### src/hw/nvs_pkg.sv
// Shared constants and carrier types for the serial memory slave
package nvs_pkg;
   localparam int ADDR_W = 9;
   localparam int WORD_W = 8;
   localparam int MEM_DEPTH = 512;
   // Device type code; the value is arbitrary
   localparam logic [3:0] TYPE_CODE = 4'h6;
   localparam logic [8:0] ADDR_RESET = 9'h000;
   localparam logic [8:0] ADDR_LAST = 9'h1FF;
   localparam logic [3:0] BIT_LAST = 4'h7;
   localparam int SEL_POS = 2;
   localparam int PAGE_POS = 1;
   localparam int RW_POS = 0;
   localparam int TYPE_POS = 4;
   localparam logic [3:0] BIT_RESET = 4'h0;
   localparam logic [7:0] BYTE_RESET = 8'h00;

   // Bus events decoded from synchronised pins
   typedef struct packed {
      logic scl;
      logic sda;
      logic rise;
      logic fall;
      logic start;
      logic stop;
   } nvs_bus_t;

   // Array write port
   typedef struct packed {
      logic en;
      logic [8:0] addr;
      logic [7:0] data;
   } nvs_wr_t;

   typedef enum logic [5:0] {
      ST_IDLE = 6'b000001,
      ST_DEV = 6'b000010,
      ST_WADDR = 6'b000100,
      ST_WDATA = 6'b001000,
      ST_RDATA = 6'b010000,
      ST_ACK = 6'b100000
   } nvs_state_t;
endpackage

### src/hw/nvs_slave.sv
// Two-wire serial slave in front of a 512-byte array
// Operation
// - 512 bytes, each picked by a 9-bit address: page bit plus word.
// - Word address byte selects one of 256 locations in the page.
// - Page is one bit, giving two pages of 256 bytes.
// - Respond only when select pins match address bits 3-2.
// - Select pins read as zero when unconnected.
// - Launch bits on falling SCL, capture on rising SCL.
// - Write protect high blocks all array writes.
// - Write protect low allows all writes.
// - Write protect reads as zero when unconnected.
// - SDA is only pulled low, otherwise released.
// - Each received data byte is written to the array at once when write protect is low.
// - No busy period; next transaction accepted right after a write.
// - Bytes move serially, one bit per SCL cycle, MSB first.
// - Works at SCL up to 1 MHz, and at 100 and 400 kHz.
// - Reset, STOP, a read no-acknowledge or a non-matching first byte bring the interface to idle.
// - First byte: type 7-4, select 3-2, page 1, read/write 0.
// - Address increments after each data byte, wrapping 1FF to 000.
// - Reads continue while master acknowledges; no-acknowledge ends them.
// - Write happens after bit eight; START or STOP earlier aborts it.
`timescale 1ns/100ps
module nvs_slave (
   // Clock and reset
   input wire logic core_clk_in,
   input wire logic reset_in,
   // Serial bus
   input wire logic scl_in,
   input wire logic sda_in,
   output logic sda_out,
   output logic sda_oe_out,
   // Straps, pulled low outside when unconnected
   input wire logic [1:0] device_select_pins_in,
   input wire logic write_protect_in
);
   nvs_pkg::nvs_bus_t bus;
   nvs_pkg::nvs_wr_t wr_q, wr_d;
   nvs_pkg::nvs_state_t state_q, state_d;
   logic [1:0] sel_meta_q, sel_q;
   logic wp_meta_q, wp_q;
   logic [8:0] addr_q, addr_d;
   logic [7:0] shift_q, shift_d;
   logic [3:0] bit_q, bit_d;
   logic drive_q, drive_d;
   logic ack_phase_q, ack_phase_d;
   logic is_read_q, is_read_d;
   logic [7:0] rd_data;

   // Eight bits of the current byte have been clocked
   function automatic logic byte_done(input logic [3:0] b);
      return b == nvs_pkg::BIT_LAST + 4'h1;
   endfunction

   nvs_sync u_sync (
      .core_clk_in(core_clk_in),
      .reset_in(reset_in),
      .scl_in(scl_in),
      .sda_in(sda_in),
      .bus_out(bus)
   );

   nvs_array u_array (
      .core_clk_in(core_clk_in),
      .wr_in(wr_q),
      .rd_addr_in(addr_q),
      .rd_data_out(rd_data)
   );

   // Straps synchronised; pins are pulled down so open reads zero
   always_ff @(posedge core_clk_in) begin
      if (reset_in) begin
         sel_meta_q <= 2'h0;
         sel_q <= 2'h0;
         wp_meta_q <= 1'b0;
         wp_q <= 1'b0;
      end else begin
         sel_meta_q <= device_select_pins_in;
         sel_q <= sel_meta_q;
         wp_meta_q <= write_protect_in;
         wp_q <= wp_meta_q;
      end
   end

   always_comb begin
      state_d = state_q;
      addr_d = addr_q;
      shift_d = shift_q;
      bit_d = bit_q;
      drive_d = drive_q;
      ack_phase_d = ack_phase_q;
      is_read_d = is_read_q;
      wr_d = '0;
      if (bus.start) begin
         // Abort anything in flight; partial byte is never written
         state_d = nvs_pkg::ST_DEV;
         bit_d = nvs_pkg::BIT_RESET;
         drive_d = 1'b0;
         ack_phase_d = 1'b0;
      end else if (bus.stop) begin
         state_d = nvs_pkg::ST_IDLE;
         drive_d = 1'b0;
         ack_phase_d = 1'b0;
      end else if (bus.rise) begin
         if (ack_phase_q) begin
            // Ninth clock: only a read checks the master's answer
            if (state_q == nvs_pkg::ST_RDATA && bus.sda) begin
               state_d = nvs_pkg::ST_IDLE;
            end
         end else if (state_q != nvs_pkg::ST_IDLE && state_q != nvs_pkg::ST_RDATA) begin
            shift_d = {shift_q[6:0], bus.sda};
            bit_d = bit_q + 4'h1;
         end else if (state_q == nvs_pkg::ST_RDATA) begin
            bit_d = bit_q + 4'h1;
         end
      end else if (bus.fall) begin
         if (ack_phase_q) begin
            // End of the acknowledge clock
            ack_phase_d = 1'b0;
            drive_d = 1'b0;
            bit_d = nvs_pkg::BIT_RESET;
            if (state_q == nvs_pkg::ST_RDATA) begin
               drive_d = ~rd_data[7];
               shift_d = {rd_data[6:0], 1'b1};
            end
         end else if (byte_done(bit_q)) begin
            ack_phase_d = 1'b1;
            unique case (state_q)
               nvs_pkg::ST_DEV: begin
                  if (shift_q[7:nvs_pkg::TYPE_POS] == nvs_pkg::TYPE_CODE &&
                      shift_q[3:nvs_pkg::SEL_POS] == sel_q) begin
                     drive_d = 1'b1;
                     addr_d[8] = shift_q[nvs_pkg::PAGE_POS];
                     is_read_d = shift_q[nvs_pkg::RW_POS];
                     state_d = shift_q[nvs_pkg::RW_POS] ? nvs_pkg::ST_RDATA : nvs_pkg::ST_WADDR;
                  end else begin
                     ack_phase_d = 1'b0;
                     state_d = nvs_pkg::ST_IDLE;
                  end
               end
               nvs_pkg::ST_WADDR: begin
                  addr_d[7:0] = shift_q;
                  drive_d = 1'b1;
                  state_d = nvs_pkg::ST_WDATA;
               end
               nvs_pkg::ST_WDATA: begin
                  // Commit after bit eight, before the ack
                  wr_d.en = ~wp_q;
                  wr_d.addr = addr_q;
                  wr_d.data = shift_q;
                  addr_d = addr_q + 9'h001;
                  drive_d = 1'b1;
               end
               nvs_pkg::ST_RDATA: begin
                  addr_d = addr_q + 9'h001;
                  drive_d = 1'b0;
               end
               default: begin
                  ack_phase_d = 1'b0;
                  state_d = nvs_pkg::ST_IDLE;
               end
            endcase
         end else if (state_q == nvs_pkg::ST_RDATA) begin
            drive_d = ~shift_q[7];
            shift_d = {shift_q[6:0], 1'b1};
         end
      end
   end

   // Read first byte: after the device address ack the low edge loads data
   always_ff @(posedge core_clk_in) begin
      if (reset_in) begin
         state_q <= nvs_pkg::ST_IDLE;
         addr_q <= nvs_pkg::ADDR_RESET;
         shift_q <= nvs_pkg::BYTE_RESET;
         bit_q <= nvs_pkg::BIT_RESET;
         drive_q <= 1'b0;
         ack_phase_q <= 1'b0;
         is_read_q <= 1'b0;
         wr_q <= '0;
      end else begin
         state_q <= state_d;
         addr_q <= addr_d;
         shift_q <= shift_d;
         bit_q <= bit_d;
         drive_q <= drive_d;
         ack_phase_q <= ack_phase_d;
         is_read_q <= is_read_d;
         wr_q <= wr_d;
      end
   end

   // Open drain: data is always low, enable pulls the line
   assign sda_out = 1'b0;
   assign sda_oe_out = drive_q;
endmodule

### src/hw/nvs_sync.sv
// Two-flop synchronisers and bus event detection for SCL and SDA
`timescale 1ns/100ps
module nvs_sync (
   // Clock and reset
   input wire logic core_clk_in,
   input wire logic reset_in,
   // Pins
   input wire logic scl_in,
   input wire logic sda_in,
   // Events
   output nvs_pkg::nvs_bus_t bus_out
);
   logic [1:0] scl_meta_q, scl_meta_d;
   logic [1:0] sda_meta_q, sda_meta_d;
   logic scl_q, scl_d, sda_q, sda_d;
   nvs_pkg::nvs_bus_t bus_q, bus_d;

   always_comb begin
      scl_meta_d = {scl_meta_q[0], scl_in};
      sda_meta_d = {sda_meta_q[0], sda_in};
      scl_d = scl_meta_q[1];
      sda_d = sda_meta_q[1];
      // Edges and conditions from synchronised levels only
      // Three clocks of latency, far inside a 1 MHz SCL half period
      bus_d.scl = scl_meta_q[1];
      bus_d.sda = sda_meta_q[1];
      bus_d.rise = scl_meta_q[1] & ~scl_q;
      bus_d.fall = ~scl_meta_q[1] & scl_q;
      bus_d.start = scl_meta_q[1] & scl_q & sda_q & ~sda_meta_q[1];
      bus_d.stop = scl_meta_q[1] & scl_q & ~sda_q & sda_meta_q[1];
   end

   always_ff @(posedge core_clk_in) begin
      if (reset_in) begin
         scl_meta_q <= 2'h3;
         sda_meta_q <= 2'h3;
         scl_q <= 1'b1;
         sda_q <= 1'b1;
         bus_q <= '0;
      end else begin
         scl_meta_q <= scl_meta_d;
         sda_meta_q <= sda_meta_d;
         scl_q <= scl_d;
         sda_q <= sda_d;
         bus_q <= bus_d;
      end
   end

   assign bus_out = bus_q;
endmodule

### src/hw/nvs_array.sv
// 512 x 8 storage array, synchronous write with registered read that returns the old data on a same-address write
`timescale 1ns/100ps
module nvs_array (
   // Clock
   input wire logic core_clk_in,
   // Access
   input nvs_pkg::nvs_wr_t wr_in,
   input wire logic [8:0] rd_addr_in,
   output logic [7:0] rd_data_out
);
   logic [7:0] mem [0:nvs_pkg::MEM_DEPTH-1];
   logic [7:0] rd_q;

   // No reset on the array; contents stand for nonvolatile data
   always_ff @(posedge core_clk_in) begin
      if (wr_in.en) begin
         mem[wr_in.addr] <= wr_in.data;
      end
      rd_q <= mem[rd_addr_in];
   end

   assign rd_data_out = rd_q;
endmodule

### config.mk
export PLATFORM = sky130hd
export DESIGN_NAME = nvs_slave
export DESIGN_NICKNAME = d
export VERILOG_FILES = /design/src/hw/nvs_pkg.sv /design/src/hw/nvs_slave.sv /design/src/hw/nvs_sync.sv /design/src/hw/nvs_array.sv
export SDC_FILE = /design/constraint.sdc
export NUM_CORES = 2
export LEC_CHECK = 0
export BUFFER_PORTS_ARGS = -buffer_cell sky130_fd_sc_hd__buf_2
export CELL_PAD_IN_SITES_DETAIL_PLACEMENT = 1
export CELL_PAD_IN_SITES_GLOBAL_PLACEMENT = 1
export CORE_MARGIN = 4
export CORE_UTILIZATION = 40
export DETAILED_ROUTE_END_ITERATION = 7
export PLACE_DENSITY_LB_ADDON = 0.1
export SLEW_MARGIN = 5
export SYNTH_ARGS = -nofsm -noshare
export SYNTH_HDL_FRONTEND = slang
export SYNTH_SLANG_ARGS = --single-unit
### constraint.sdc
create_clock -name core_clk_in -period 11.1 [get_ports core_clk_in]
set_clock_uncertainty 0.2 [all_clocks]
set_input_delay 1.11 -clock core_clk_in [delete_from_list [all_inputs] [get_ports core_clk_in]]
set_output_delay 1.11 -clock core_clk_in [all_outputs]
set_load 0.005 [all_outputs]
==> results.yml <==
run_status:
  status: "completed"
run:
  drv_cap: 0
sta:
  setup_viol: 0
  fin_ws_ns: 5.13
  relSlewSlack_pct: 11.1
  fmax_mhz: 167
  tightestPinTransition_ns: 1.33
  rsz0062_at_grt: "no"
  period_share_pct: 53.8
  setup-tns-final_ns: 0
  period_minus_slack_ns: 5.97
  hold_viol: 0
  slew_viol_final: 0
placement:
  gp_congestion: 0.814
  pre_cts_ws_ns: 4.98
  dp_hpwl_mm: 301
  portBuffers: 7
grt:
  grt_pass1_wl_mm: 699
  grt_pass1_vias: 83100
  grt_overflow: 0
  antenna_found_initial: 39
  grt_max_degree: 215
  track_usage_pct: 23.9
setup_path:
  timing.rr.end: "u_array.rd_data_out[0]$_DFF_P_"
  worstSetupStartpoint: "addr_q[0]$_SDFFE_PP0P_"
  path_cells: "buf_12 > buf_4 > buf_4 > mux4_2 > mux4_2 > mux2i_1 > o21ai_0 > a21oi_1 > o21ai_0 > o32a_1"
  slowest_stage: "dfxtp_4"
  cp-end-kind: "flop"
  r2r_slack_ns: 5.13
  ff2ff_path_depth: 10
  reg2reg_from: "addr_q[0]$_SDFFE_PP0P_"
  path_max_fanout: 81
  crit_arrival_ns: 6.64
  max_stage_delay_ns: 0.86
  worst_setup_path_start_kind: "flop"
  critPathRequiredTime_ns: 11.77
  critPathKind: "flop to flop"
  crit_end: "u_array.rd_data_out[0]$_DFF_P_"
clock_tree:
  tritoncts: "done"
  cts-resized-gates: 0
  path_clk_slew_ns: 0.06
  htreeDepth: 5
  cts_num_sinks: 4167
  clk-insertion-delay-late_ns: 1.02
  cts-root-buf: "clkbuf_16"
  postCtsSetupBuffers: 0
  clk_path_buf_depth: 4
  cts_hold_buffers: 0
  numCtsBuffers: 447
floorplanning:
  start_util_pct: 40.2
  die_area_um2: 416000
  die_w_um: 645
  coreArea_um2: 403000
  ios: 9
  rows: 233
  die_height_um: 645
detailed_routing:
  first_iter_violations: 8979
  drt_pre_antenna_iters: 6
  drtAntennaViolNets: 0
  avgViaCountPerCell: 5.90
  post-route-drc-count: 0
  wl_per_cell_um: 37.0
  wirelength_mm: 503
  via_count: 80400
layout:
  fillers: 36700
  drive_gt1_share_pct: 23.7
  multi_input_area_um2: 35200
  syn_to_final_growth_pct: 12.7
  nets: 7834
  seq_area_um2: 124000
power:
  vdd_drop_max_mv: 0.145
  p_leak_nw: 44.1
  p_switching_mw: 6.31
  clkPwrFrac_pct: 46.5
  power_density_nw_per_um2: 174
  p_seq_share_pct: 53.4
  p_sw_share_pct: 19.8
  intPower_mw: 25.5
  pwr-share-comb_pct: 0
synthesis:
  synth_top_family_by_area: "multiplexers"
  synthTopCellsByArea: "edfxtp_1 76%, mux4_2 14%, mux2i_1 2.1%"
  synth.mux.area_fraction_pct: 16.2
  synth.net_count: 7660
  synthTopCellsByCount: "4,096 x edfxtp_1, 1,003 x mux4_2, 623 x nor2_1"
  yosysMostFrequentCell: "edfxtp_1"
  async_flop_share_pct: 0
  seq_area_frac_synth_pct: 76.7
  synthAdderAreaFrac_pct: 0.0308
  synth_compound_area_share_pct: 2.50
  synthesis.area_um2: 162000
  ys.flop_type: "edfxtp_1"
  ys_types: 85
  postSynthCellCount: 7649
  avgSynthCellArea_um2: 21.2
  synthXorXnorAreaFrac_pct: 0.0324
  yosys.area.top_type: "edfxtp_1"
  synth-edff-count: 4096
  ys_ff_latch: 4167
  yosysTopAreaCellShare_pct: 75.8
  yosys_warnings: 0
  synth_simple_gate_area_share_pct: 2.73
hold_path:
  whs_path_depth: 2
  min_path_type: "input port to flop"
metrics by stage:
step	utilization, %	cells	total power [mW]	area (um2)	hold slack [ns]
after floorplan	-	7649	17.3	162000	0.167
after global placement	41.7	12800	17.4	168000	0.193
after detailed placement	41.7	12800	17.4	168000	0.200
after CTS	45.3	13600	32.1	183000	0.0348
after global routing	45.3	13600	32.8	183000	0.0864
final	45.3	13600	31.8	183000	0.124
placed cells by master (no fill, tap or decap), types with 43 or more instances in the layout:
| cell type | count |
|---|---|
| o221ai_1 | 47 |
| edfxtp_1 | 4096 |
| mux2i_1 | 339 |
| clkbuf_1 | 103 |
| clkinv_2 | 89 |
| bufinv_16 | 43 |
| a22oi_1 | 49 |
| o22ai_1 | 49 |
| clkinv_1 | 104 |
| dfxtp_1 | 55 |
| buf_4 | 166 |
| clkbuf_16 | 452 |
| o21ai_0 | 65 |
| nand2_1 | 197 |
| nor2_1 | 618 |
| mux4_2 | 1003 |
| a21oi_1 | 103 |
worst min path at each step:
stage                                          from                               to  slack [ns]
floorplan                           wp_q$_SDFF_PP0_              wr_q[17]$_SDFF_PP0_        0.17
global placement    u_sync.scl_meta_q[0]$_SDFF_PP1_  u_sync.scl_meta_q[1]$_SDFF_PP1_        0.19
detailed placement  u_sync.scl_meta_q[0]$_SDFF_PP1_  u_sync.scl_meta_q[1]$_SDFF_PP1_        0.20
CTS                                          scl_in  u_sync.scl_meta_q[0]$_SDFF_PP1_        0.03
global route                                 scl_in  u_sync.scl_meta_q[0]$_SDFF_PP1_        0.09
finish                                       scl_in  u_sync.scl_meta_q[0]$_SDFF_PP1_        0.12
critical path, delay by kind of cell (launching register included):
family	cells	cell delay [ns]
DFF	1	0.86
buffers and inverters	3	1.61
muxes	3	1.57
AOI/OAI and AO/OA	4	1.35
cells by family (layout without fill, tap and decap cells):
logic type / count (synthesis) / count (layout)
flip-flops: 4167 / 4167
multiplexers: 1368 / 1368
AND/OR/NAND/NOR: 1041 / 1041
AO/OA/AOI/OAI: 573 / 573
buffers and inverters: 489 / 1044
XOR/XNOR: 6 / 6
adder cells (fa/ha/maj): 4 / 4
other: 1 / 9
final cells by class:
| type | instances | share of cell area [%] |
|---|---|---|
| Clock buffer | 560 | 6.44 |
| Sequential cell | 4167 | 68.1 |
| Timing Repair Buffer | 199 | 0.990 |
| Tap cell | 5405 | 3.70 |
| Multi-Input combinational cell | 2993 | 19.3 |
| Clock inverter | 270 | 1.45 |
| Antenna cell | 8 | 0.0110 |
| Inverter | 15 | 0.0411 |
power by group through the flow:
stage | Sequential, mW | Clock (mW) | Combinational [mW]
floorplan | 17.3 | 0 | 0.00715
global placement | 17.3 | 0 | 0.0105
detailed placement | 17.3 | 0 | 0.0108
CTS | 17.0 | 15.1 | 0.0110
global route | 17.0 | 15.8 | 0.0119
finish | 17.0 | 14.8 | 0.0108
flip-flops by register name (all words and copies together), names as in the netlist, 2 cells and up:
register and count:
addr_q 9, bit_q 4, sel_meta_q 2, sel_q 2, shift_q 8, state_q 5
u_array.mem 4096, u_array.rd_data_out 8, u_sync.bus_out 5, u_sync.scl_meta_q 2, u_sync.sda_meta_q 2, wr_q 18
routing by layer:
layer | track usage (%) | wire length (um) | vias to the layer above
met5 | 0 | 157 | -
met4 | 6.43 | 14600 | 22
met3 | 3.55 | 31100 | 667
met2 | 38.2 | 240000 | 2827
met1 | 34.5 | 217000 | 44600
li1 | - | - | 32200
(Power assumes the default switching activity.)
